`config.mk`:
```
export PLATFORM = sky130hd
export DESIGN_NAME = cfg_smi
export DESIGN_NICKNAME = d
export VERILOG_FILES = /design/src/cfg_smi_pkg.sv /design/src/cfg_smi.sv
export SDC_FILE = /design/constraint.sdc
export NUM_CORES = 1
export LEC_CHECK = 0
export BUFFER_PORTS_ARGS = -buffer_cell sky130_fd_sc_hd__buf_2
export CAP_MARGIN = 20
export CORE_UTILIZATION = 53
export DETAILED_ROUTE_END_ITERATION = 16
export PLACE_DENSITY = 0.79
export SLEW_MARGIN = 0
export SYNTH_ARGS = -nofsm -noshare
export SYNTH_HDL_FRONTEND = slang
export SYNTH_SLANG_ARGS = --single-unit
```
`constraint.sdc`:
```
create_clock -name clk -period 2.5 [get_ports clk]
set_input_delay 0.125 -clock clk [delete_from_list [all_inputs] [get_ports clk]]
set_output_delay 0.125 -clock clk [all_outputs]
set_load 0.02 [all_outputs]
```
`src/cfg_smi_pkg.sv`:
```
// package: configuration port and management interrupt constants
// Behaviour
// - hard or power-on reset leaves run state, all logical devices disabled
// - index and data ports answer only in configuration state
// - strap caught at reset release: low gives 0x03f0, high 0x0370
// - index port at config address, data port one above it
// - software relocates config base via low and high address registers
// - key 0x55 on config port enters configuration state
// - key 0xaa on config port returns to run state
// - every port decode qualified by aen low
// - group request is or of eight enabled source requests
// - source enables held at indices b4 and b5 of device 8
// - group request reaches pin only while enable two bit 7 set
// - enable two bit routes keyboard aux output a onto pin
// - status bits set on events regardless of enables, read b6 b7
// - smi registers reachable in config state and via run-time pair
package cfg_smi_pkg;
   localparam logic [15:0] CFG_BASE_STRAP_LOW  = 16'h03f0;
   localparam logic [15:0] CFG_BASE_STRAP_HIGH = 16'h0370;
   localparam logic [15:0] DATA_PORT_STEP      = 16'h0001;
   localparam logic [7:0]  KEY_ENTER           = 8'h55;
   localparam logic [7:0]  KEY_EXIT            = 8'haa;
   localparam logic [7:0]  IDX_LDN             = 8'h07;
   localparam logic [7:0]  IDX_ADDR_LOW        = 8'h26;
   localparam logic [7:0]  IDX_ADDR_HIGH       = 8'h27;
   localparam logic [7:0]  IDX_ACTIVATE        = 8'h30;
   localparam logic [7:0]  IDX_SMI_EN_ONE      = 8'hb4;
   localparam logic [7:0]  IDX_SMI_EN_TWO      = 8'hb5;
   localparam logic [7:0]  IDX_SMI_ST_ONE      = 8'hb6;
   localparam logic [7:0]  IDX_SMI_ST_TWO      = 8'hb7;
   localparam logic [7:0]  LDN_SMI             = 8'h08;
   localparam logic [3:0]  LDN_COUNT           = 4'h9;
   localparam logic [7:0]  RESET_ZERO          = 8'h00;
   // run-time index/data pair, offsets from runtime_base
   localparam logic [15:0] RT_INDEX_OFS        = 16'h0000;
   localparam logic [15:0] RT_DATA_OFS         = 16'h0001;
   localparam logic [15:0] RT_BASE_DEFAULT     = 16'h0400;
   // runtime indices 0..3 select the four smi registers
   localparam logic [1:0]  RT_SEL_EN_ONE       = 2'h0;
   localparam logic [1:0]  RT_SEL_EN_TWO       = 2'h1;
   localparam logic [1:0]  RT_SEL_ST_ONE       = 2'h2;
   localparam logic [1:0]  RT_SEL_ST_TWO       = 2'h3;
   // enable one bit layout
   localparam int EN1_PAR      = 0;
   localparam int EN1_SER_B    = 1;
   localparam int EN1_SER_A    = 2;
   localparam int EN1_FLOPPY   = 3;
   localparam int EN1_WATCHDOG = 4;
   // enable two bit layout
   localparam int EN2_MOUSE    = 0;
   localparam int EN2_KEYBOARD = 1;
   localparam int EN2_INFRARED = 2;
   localparam int EN2_AUX_ROUTE = 3;
   localparam int EN2_PIN_EN   = 7;
   localparam logic [7:0] EN1_MASK = 8'h1f;
   localparam logic [7:0] EN2_MASK = 8'h8f;
   localparam logic [7:0] ST1_MASK = 8'h1f;
   localparam logic [7:0] ST2_MASK = 8'h07;
   typedef enum logic {RUN_STATE, CONFIG_STATE} cfg_state_t;
endpackage

```
`src/cfg_smi.sv`:
```
// module: configuration port decoder, register bank and management interrupt
`timescale 1ns/1ps
module cfg_smi
   import cfg_smi_pkg::*;
   #(parameter logic [15:0] RT_BASE = RT_BASE_DEFAULT)
   (
   input  wire logic        clk,
   input  wire logic        srst,
   input  wire logic        strap_base_sel,
   input  wire logic [15:0] io_addr,
   input  wire logic        io_aen,
   input  wire logic        io_wr,
   input  wire logic        io_rd,
   input  wire logic [7:0]  io_wdata,
   output logic      [7:0]  io_rdata,
   output logic             io_rd_hit,
   input  wire logic        par_port_req,
   input  wire logic        serial_b_req,
   input  wire logic        serial_a_req,
   input  wire logic        floppy_req,
   input  wire logic        watchdog_req,
   input  wire logic        mouse_req,
   input  wire logic        keyboard_req,
   input  wire logic        infrared_req,
   input  wire logic        kbc_aux_output_a,
   output logic             mgmt_irq_out_n,
   output logic      [8:0]  ldev_active,
   output logic             cfg_mode
   );

   cfg_state_t  state;
   logic        strap_pending;
   logic [15:0] cfg_base;
   logic [7:0]  index_reg;
   logic [7:0]  ldn;
   logic [1:0]  rt_index;
   logic [7:0]  smi_source_enable_one;
   logic [7:0]  smi_source_enable_two;
   logic [7:0]  smi_event_status_one;
   logic [7:0]  smi_event_status_two;
   logic        hit_cfg;
   logic        hit_data;
   logic        hit_rt_idx;
   logic        hit_rt_data;
   logic        in_cfg;
   logic        smi_sel;
   logic [7:0]  next_rdata;
   logic        next_hit;
   logic        group_req;
   logic [7:0]  ev_one;
   logic [7:0]  ev_two;
   logic        ldn_valid;
   logic        wr_index;
   logic        wr_ldn;
   logic        wr_addr_low;
   logic        wr_addr_high;
   logic        wr_activate;
   logic        wr_rt_index;
   logic        wr_en_one;
   logic        wr_en_two;
   logic        wr_st_one;
   logic        wr_st_two;
   logic        pin_low;

   function automatic logic port_match(input logic [15:0] a,
                                       input logic [15:0] p,
                                       input logic        aen);
      port_match = !aen && (a == p);
   endfunction

   // smi register reached through the config data port or the run-time pair
   function automatic logic smi_pick(input logic       cfg_hit,
                                     input logic [7:0] cfg_index,
                                     input logic [7:0] cfg_want,
                                     input logic       rt_hit,
                                     input logic [1:0] rt_sel,
                                     input logic [1:0] rt_want);
      smi_pick = (cfg_hit && cfg_index == cfg_want) || (rt_hit && rt_sel == rt_want);
   endfunction

   assign in_cfg      = (state == CONFIG_STATE);
   assign cfg_mode    = in_cfg;
   assign hit_cfg     = port_match(io_addr, cfg_base, io_aen);
   assign hit_data    = in_cfg &&
                        port_match(io_addr, 16'(cfg_base + DATA_PORT_STEP), io_aen);
   assign hit_rt_idx  = !in_cfg &&
                        port_match(io_addr, 16'(RT_BASE + RT_INDEX_OFS), io_aen);
   assign hit_rt_data = !in_cfg &&
                        port_match(io_addr, 16'(RT_BASE + RT_DATA_OFS), io_aen);
   assign smi_sel     = (ldn == LDN_SMI);

   // write strobes, one per register
   assign ldn_valid    = (ldn < 8'(LDN_COUNT));
   assign wr_index     = io_wr && hit_cfg && in_cfg && io_wdata != KEY_EXIT;
   assign wr_ldn       = io_wr && hit_data && index_reg == IDX_LDN;
   assign wr_addr_low  = io_wr && hit_data && index_reg == IDX_ADDR_LOW;
   assign wr_addr_high = io_wr && hit_data && index_reg == IDX_ADDR_HIGH;
   assign wr_activate  = io_wr && hit_data && index_reg == IDX_ACTIVATE && ldn_valid;
   assign wr_rt_index  = io_wr && hit_rt_idx;
   assign wr_en_one    = io_wr && smi_pick(hit_data && smi_sel, index_reg, IDX_SMI_EN_ONE,
                                           hit_rt_data, rt_index, RT_SEL_EN_ONE);
   assign wr_en_two    = io_wr && smi_pick(hit_data && smi_sel, index_reg, IDX_SMI_EN_TWO,
                                           hit_rt_data, rt_index, RT_SEL_EN_TWO);
   assign wr_st_one    = io_wr && smi_pick(hit_data && smi_sel, index_reg, IDX_SMI_ST_ONE,
                                           hit_rt_data, rt_index, RT_SEL_ST_ONE);
   assign wr_st_two    = io_wr && smi_pick(hit_data && smi_sel, index_reg, IDX_SMI_ST_TWO,
                                           hit_rt_data, rt_index, RT_SEL_ST_TWO);

   // key handling and configuration state
   always_ff @(posedge clk) begin
      if (srst) begin
         state <= RUN_STATE;
      end else if (io_wr && hit_cfg) begin
         case (state)
            RUN_STATE: begin
               if (io_wdata == KEY_ENTER) begin
                  state <= CONFIG_STATE;
               end
            end
            CONFIG_STATE: begin
               if (io_wdata == KEY_EXIT) begin
                  state <= RUN_STATE;
               end
            end
            default: begin
               state <= RUN_STATE;
            end
         endcase
      end
   end

   // strap is taken on the first edge after reset release
   always_ff @(posedge clk) begin
      if (srst) begin
         strap_pending <= 1'b1;
      end else begin
         strap_pending <= 1'b0;
      end
   end

   // config base: strap choice, then software relocation
   always_ff @(posedge clk) begin
      if (srst) begin
         cfg_base <= CFG_BASE_STRAP_LOW;
      end else if (strap_pending) begin
         cfg_base <= strap_base_sel ? CFG_BASE_STRAP_HIGH : CFG_BASE_STRAP_LOW;
      end else if (wr_addr_low) begin
         cfg_base[7:0] <= io_wdata;
      end else if (wr_addr_high) begin
         cfg_base[15:8] <= io_wdata;
      end
   end

   // index register; the exit key never loads it
   always_ff @(posedge clk) begin
      if (srst) begin
         index_reg <= RESET_ZERO;
      end else if (wr_index) begin
         index_reg <= io_wdata;
      end
   end

   always_ff @(posedge clk) begin
      if (srst) begin
         ldn <= RESET_ZERO;
      end else if (wr_ldn) begin
         ldn <= io_wdata;
      end
   end

   // per-device activate bits
   always_ff @(posedge clk) begin
      if (srst) begin
         ldev_active <= '0;
      end else if (wr_activate) begin
         ldev_active[ldn[3:0]] <= io_wdata[0];
      end
   end

   // run-time index register
   always_ff @(posedge clk) begin
      if (srst) begin
         rt_index <= RT_SEL_EN_ONE;
      end else if (wr_rt_index) begin
         rt_index <= io_wdata[1:0];
      end
   end

   // smi enable registers
   always_ff @(posedge clk) begin
      if (srst) begin
         smi_source_enable_one <= RESET_ZERO;
      end else if (wr_en_one) begin
         smi_source_enable_one <= io_wdata & EN1_MASK;
      end
   end

   always_ff @(posedge clk) begin
      if (srst) begin
         smi_source_enable_two <= RESET_ZERO;
      end else if (wr_en_two) begin
         smi_source_enable_two <= io_wdata & EN2_MASK;
      end
   end

   // event capture, sticky until written as one; set wins over clear
   assign ev_one = {3'h0, watchdog_req, floppy_req, serial_a_req, serial_b_req, par_port_req};
   assign ev_two = {5'h00, infrared_req, keyboard_req, mouse_req};

   always_ff @(posedge clk) begin
      if (srst) begin
         smi_event_status_one <= RESET_ZERO;
      end else if (wr_st_one) begin
         smi_event_status_one <= ((smi_event_status_one & ~io_wdata) | ev_one) & ST1_MASK;
      end else begin
         smi_event_status_one <= (smi_event_status_one | ev_one) & ST1_MASK;
      end
   end

   always_ff @(posedge clk) begin
      if (srst) begin
         smi_event_status_two <= RESET_ZERO;
      end else if (wr_st_two) begin
         smi_event_status_two <= ((smi_event_status_two & ~io_wdata) | ev_two) & ST2_MASK;
      end else begin
         smi_event_status_two <= (smi_event_status_two | ev_two) & ST2_MASK;
      end
   end

   // group request and pin
   assign group_req =
      (smi_source_enable_one[EN1_PAR]      && par_port_req) ||
      (smi_source_enable_one[EN1_SER_B]    && serial_b_req) ||
      (smi_source_enable_one[EN1_SER_A]    && serial_a_req) ||
      (smi_source_enable_one[EN1_FLOPPY]   && floppy_req)   ||
      (smi_source_enable_one[EN1_WATCHDOG] && watchdog_req) ||
      (smi_source_enable_two[EN2_MOUSE]    && mouse_req)    ||
      (smi_source_enable_two[EN2_KEYBOARD] && keyboard_req) ||
      (smi_source_enable_two[EN2_INFRARED] && infrared_req);

   // pin pulled low by the gated group request or by the routed aux output
   assign pin_low = (smi_source_enable_two[EN2_PIN_EN] && group_req) ||
                    (smi_source_enable_two[EN2_AUX_ROUTE] && !kbc_aux_output_a);

   always_ff @(posedge clk) begin
      if (srst) begin
         mgmt_irq_out_n <= 1'b1;
      end else begin
         mgmt_irq_out_n <= !pin_low;
      end
   end

   // read mux
   always_comb begin
      next_rdata = RESET_ZERO;
      next_hit   = 1'b0;
      if (io_rd && hit_cfg && in_cfg) begin
         next_hit   = 1'b1;
         next_rdata = index_reg;
      end else if (io_rd && hit_data) begin
         next_hit = 1'b1;
         case (index_reg)
            IDX_LDN:       next_rdata = ldn;
            IDX_ADDR_LOW:  next_rdata = cfg_base[7:0];
            IDX_ADDR_HIGH: next_rdata = cfg_base[15:8];
            IDX_ACTIVATE: begin
               if (ldn_valid) begin
                  next_rdata = {7'h00, ldev_active[ldn[3:0]]};
               end
            end
            IDX_SMI_EN_ONE: begin
               if (smi_sel) begin
                  next_rdata = smi_source_enable_one;
               end
            end
            IDX_SMI_EN_TWO: begin
               if (smi_sel) begin
                  next_rdata = smi_source_enable_two;
               end
            end
            IDX_SMI_ST_ONE: begin
               if (smi_sel) begin
                  next_rdata = smi_event_status_one;
               end
            end
            IDX_SMI_ST_TWO: begin
               if (smi_sel) begin
                  next_rdata = smi_event_status_two;
               end
            end
            default:       next_rdata = RESET_ZERO;
         endcase
      end else if (io_rd && hit_rt_idx) begin
         next_hit   = 1'b1;
         next_rdata = {6'h00, rt_index};
      end else if (io_rd && hit_rt_data) begin
         next_hit = 1'b1;
         case (rt_index)
            RT_SEL_EN_ONE: next_rdata = smi_source_enable_one;
            RT_SEL_EN_TWO: next_rdata = smi_source_enable_two;
            RT_SEL_ST_ONE: next_rdata = smi_event_status_one;
            RT_SEL_ST_TWO: next_rdata = smi_event_status_two;
            default:       next_rdata = RESET_ZERO;
         endcase
      end
   end

   always_ff @(posedge clk) begin
      if (srst) begin
         io_rdata  <= RESET_ZERO;
         io_rd_hit <= 1'b0;
      end else begin
         io_rdata  <= next_rdata;
         io_rd_hit <= next_hit;
      end
   end
endmodule

```
Word-level counts from Yosys, hierarchy flattened
Index checks and enable logic that the tools add are counted.

Bits in latches: 0. Memories kept: 0. Logic and storage cells: 144. Bits in writable memories: 0. Output and inout port bits: 20. ROM bits: 0. Input bits: 39. Flip-flop bits (word level): 73.

Shift-type cells: 0. Equal/unequal tests: 20. Reductions and logical operators: 66. Multiplexer cells: 31. Multiply operators: 0. Bitwise operators: 8. Div/mod/pow operators: 0. Add/sub/neg operators: 1. $lt $le $gt $ge: 3.

Operator list (count): $mux W8 (9); $pmux W8 S8 (1); $logic_and A1 B1 Y1 (46); $eq A8 B8 Y1 const B (5); $eq A16 B11 Y1 const B (2); $eq A16 B16 Y1 (2); $pmux W8 S4 (1); $eq A8 B6 Y1 const B (3); $add A16 B1 Y16 const B (1); $mux W16 (1); $mux W5 (3); $logic_or A1 B1 Y1 (12); $mux W1 (10); $or A5 B5 Y5 (2); $bwmux W9 (1); $eq A8 B3 Y1 const B (1); $eq A8 B4 Y1 const B (1); $eq A8 B7 Y1 const B (1); $lt A8 B4 Y1 const B (1); $ne A8 B8 Y1 const B (1); $mux W3 (2); $or A3 B3 Y3 (2); $and A5 B5 Y5 (1); $lt A4 B5 Y1 const B (1); other kinds (14) (19).

Depth between registers and ports, before layout
Word-level depth: 11. Mapped depth: 11. Gate-level depth less buffers: 8.

Worst setup path before layout
No wires, ideal clock.

Path type: flip-flop to flip-flop. Start point: register cfg_base[1]. End point: register smi_event_status_two[0]. Stages on the path, launching flop included: 9. Arrival: 2.474 ns. Data required time: 2.373 ns. Period minus slack after synthesis: 2.600 ns. Setup slack: -0.100 ns. Library setup time: 0.127 ns. Cells stage by stage: dfxtp_1 ha_1 or3b_1 a211oi_1 o32ai_1 a2111oi_4 nand4_2 o41ai_2 o21ai_1.

Longest elaborated chain between the ends: 9.

Ends and longest elaborated chain: start, declared (RTL line cfg_smi.sv:33) `logic [15:0] cfg_base;`; start signal, assigned (RTL line cfg_smi.sv:146) `cfg_base <= strap_base_sel ? CFG_BASE_STRAP_HIGH : CFG_BASE_STRAP_LOW;`; start signal, assigned (RTL line cfg_smi.sv:148) `cfg_base[7:0] <= io_wdata;`; $add A16 B1 Y16 (RTL line cfg_smi.sv:85) `port_match(io_addr, 16'(cfg_base + DATA_PORT_STEP), io_aen);`; $eq A16 B16 Y1 (RTL line cfg_smi.sv:68) `port_match = !aen && (a == p);`; $logic_and A1 B1 Y1 (RTL line cfg_smi.sv:68); $logic_and A1 B1 Y1 (RTL line cfg_smi.sv:84) `assign hit_data = in_cfg &&`; $logic_and A1 B1 Y1 (RTL line cfg_smi.sv:106) `assign wr_st_two = io_wr && smi_pick(hit_data && smi_sel, index_reg, IDX_SMI_ST_TWO,`; $logic_and A1 B1 Y1 (RTL line cfg_smi.sv:78) `smi_pick = (cfg_hit && cfg_index == cfg_want) || (rt_hit && rt_sel == rt_want);`; $logic_or A1 B1 Y1 (RTL line cfg_smi.sv:78); $logic_and A1 B1 Y1 (RTL line cfg_smi.sv:106); $mux W3 (RTL line cfg_smi.sv:223) `end else if (wr_st_two) begin`; end signal, assigned (RTL line cfg_smi.sv:224) `smi_event_status_two <= ((smi_event_status_two & ~io_wdata) | ev_two) & ST2_MASK;`; end signal, assigned (RTL line cfg_smi.sv:226) `smi_event_status_two <= (smi_event_status_two | ev_two) & ST2_MASK;`; end, declared (RTL line cfg_smi.sv:40) `logic [7:0] smi_event_status_two;`.

No other way between the ends. A chain may end at the register's enable or synchronous reset.

Worst setup path in the final report
Start point: register cfg_base[0]. End point: register smi_event_status_two[0].

The elaborated chain is that of the path after synthesis.

==> impl_metrics.csv <==
group,metric,value,unit
status,status,"finished, violations left",
status,violations,"setup timing",
critical_path,crit_path_top_delay_cell,"or4_4",
cts,clock-root-buffer,"clkbuf_8",
yosys,synth.most_common_cell,"dfxtp_1",
timing,max_slew.worst_pin.slew,0.7356,ns
floorplan,ios,59,
detailed_routing,first_pass_iters,8,
timing,rsz0062_at_grt,"yes",
detailed_routing,wl,15.36,mm
floorplan,dieArea,0.009136,sq mm
cts,hold_buffers,0,
detailed_routing,wl_per_cell,20.07,um
global_route,grt_max_degree,41,
final_layout,regMostFlops,"cfg_base",
critical_path,cp_max_fo,5,
worst_hold_path,min-delay-path-class,"in -> reg",
critical_path,critPathMaxStageDelay,0.54,ns
final_layout,fin_cells,765,
critical_path,arrival,2.84,ns
critical_path,crit_required,2.74,ns
floorplan,start_util,55.66,%
critical_path,crit_path_cell_trace,"buf_6 > nand4_4 > or4_4 > o41a_4 > a2111oi_4 > buf_4 > nand4_4 > o41ai_2 > buf_4 > o21ai_2",
global_route,grt_pass1_vias,4713,
final_layout,largestRegisters,"cfg_base x16, ldev_active x9",
timing,fin_crit,2.601,ns
power,power_density,397.1,mW/mm^2
cts,cts_buffers,9,
detailed_routing,via_per_inst,6.569,
yosys,syn-cell-area,0.004642,sq mm
power,p_leak,2.262,nW
cts,clockBufferDepth,2,
critical_path,worst_setup_path_start_kind,"flip-flop",
detailed_routing,vias,5025,
yosys,synth_warnings,0,
cts,clk_transition_reported_paths,0.08,ns
cts,htreeDepth,3,
run,cap_viol_max_count,0,
placed_design,placed_cell_area,0.005315,sq mm
yosys,synth-seq-cells,73,
yosys,syn_inst,570,
yosys,async_flop_share,0,%
global_route,grtUsageTotal,33.71,%
timing,hold_violations,0,
yosys,ys_seq_area_share,31.48,%
final_layout,drive_gt1_share,34.09,%
placed_design,hpwl,10.75,mm
global_route,antenna_found_initial,0,
detailed_routing,postRouteAntennaNets,0,
yosys,synth_top_area_share,31.48,%
critical_path,critPathTopFamily,"compound AO/OA/AOI/OAI gates",
yosys,yosysUniqueCellTypes,64,
global_route,grt_overflow,0,
timing,clock.fmax,384.4,MHz
timing,fin_crit_sh,104.1,%
floorplan,core.rowCount,33,
final_layout,layout.nets,696,
timing,whs,0.01306,ns
timing,worst_slack,-0.1014,ns
floorplan,die_x,95.59,um
final_layout,largest_reg_flops,16,
yosys,synth-edff-count,0,
placed_design,io_buffer_count,58,
floorplan,die_y,95.59,um
critical_path,crit_buf_inv,3,
critical_path,crit_type,"reg -> reg",
yosys,synth_top_flop_cell,"dfxtp_1",
yosys,avgSynthCellArea,8.144,sq um
yosys,synth.largest_area_cell,"dfxtp_1",
global_route,grt_pass1_wl,23.30,mm
yosys,postSynthNetCount,610,
cts,clock-sinks,73,
yosys,synth_area_leaders,"dfxtp_1, mux2i_1, o21ai_0, nor2_1, a21oi_1",
placed_design,gp_congestion,1.000,
yosys,ys_top_cells_by_count,"dfxtp_1, nor2_1, o21ai_0",
cts,clk_latency,0.35,ns
final_layout,fin_util,71.33,%
cts,cts_tree,"done",
final_layout,final_area,0.005949,sq mm
placed_design,place_ws,-0.1549,ns
floorplan,core_area,0.008341,sq mm
detailed_routing,drc,0,
timing,setup_viol,38,
placed_design,dpl.cell_count,742,
timing,finalClockSkew,0.01215,ns
power,peakVddDrop,0.3036,mV
detailed_routing,drtIter0Drc,479,
timing,slew_headroom,50.96,%
timing,slew_violations,0,
final_layout,area.growth.synth_to_final,28.17,%
final_layout,insertedDiodeCount,0,
critical_path,endpoint_kind,"flip-flop",
-- where the power goes --
part | total, mW | switching [mW] | internal (mW) | leakage, nW
clock network | 0.952 | 0.444 | 0.508 | 0.102
registers | 1.19 | 0.0146 | 1.18 | 0.594
logic | 0.220 | 0.137 | 0.0839 | 1.57
total | 2.36 | 0.595 | 1.77 | 2.26
-- cell usage in the layout (no fill, tap or decap), types with 4 or more instances in the layout --
cell      synthesis  routed
a21oi_1          33      28
a21oi_2           0       5
a22oi_1           6       5
a31oi_1           7       7
and4_1            8       4
buf_2            10      58
buf_4             2      57
buf_6             0       5
clkbuf_8          0      11
dfxtp_1          73      62
dfxtp_2           0       9
inv_1            19      19
mux2i_1          37      37
mux4_2            7       7
nand2_1          35      33
nand2b_1         13      13
nand3_1          21      20
nand4_1          23      23
nor2_1           49      49
nor2b_1           8       8
nor3_1           15      10
nor3_2            0       4
nor4_1           16      11
o21ai_0          46      32
o21ai_1           4       6
o21ai_2           0      12
o21bai_1          8       8
or3_1             4       4
xnor2_1           7       6
xor2_1           15      13
-- kinds of logic after synthesis --
| logic type | share of synthesized area [%] |
|---|---|
| fa+ha+maj | 0.2695 |
| xor+xnor | 4.151 |
| flops | 31.48 |
| simple gates | 27.55 |
| mux | 12.10 |
| buf+inv | 5.768 |
| compound gates | 18.68 |
-- path summary, 6_finish.rpt --
kind / start / endpoint / slack [ns] / cells past startpoint
setup / recovery: cfg_base[0] / smi_event_status_two[0] / -0.10 / 10
hold / removal: keyboard_req / smi_event_status_two[1] / 0.01 / 3
setup reg to reg: cfg_base[0] / smi_event_status_two[0] / -0.10 / 10
hold reg to reg: ldn[5] / ldn[5] / 0.48 / 2
-- final cells by class --
class / count / area (sq um)
Clock buffer: 12 / 155.1
Clock inverter: 3 / 40.04
Fill cell: 627 / 2391
Inverter: 19 / 71.32
Multi-Input combinational cell: 431 / 3257
Sequential cell: 73 / 1480
Tap cell: 105 / 131.4
Timing Repair Buffer: 122 / 814.5
-- worst min-delay path: stages --
cell      delay [ns]
buf_2           0.09
o21bai_1        0.08
o21ai_2         0.05
-- timing repair --
item,4_1_cts,5_1_grt
resized for setup,42,57
pin swaps,14,15
cloned,1,0
setup buffers,2,5
setup endpoints to repair,59,61
-- per-stage QoR --
step	power, mW	TNS [ns]
final	2.362	-1.762
after global routing	2.435	-5.207
after CTS	2.344	-1.273
after detailed placement	1.413	-4.439
after global placement	1.406	-0.8582
after floorplan	1.322	0
-- per-layer routing --
layer  vias up  global-route usage [%]  share of wire [%]
li1       2289                       -                  -
met1      2358                   41.66                 39
met2       314                   53.63                 47
met3        64                   7.416                9.7
met4         0                   20.02                4.4
met5         -                       0                  0
Note: power is estimated with default switching activity, not from simulation.
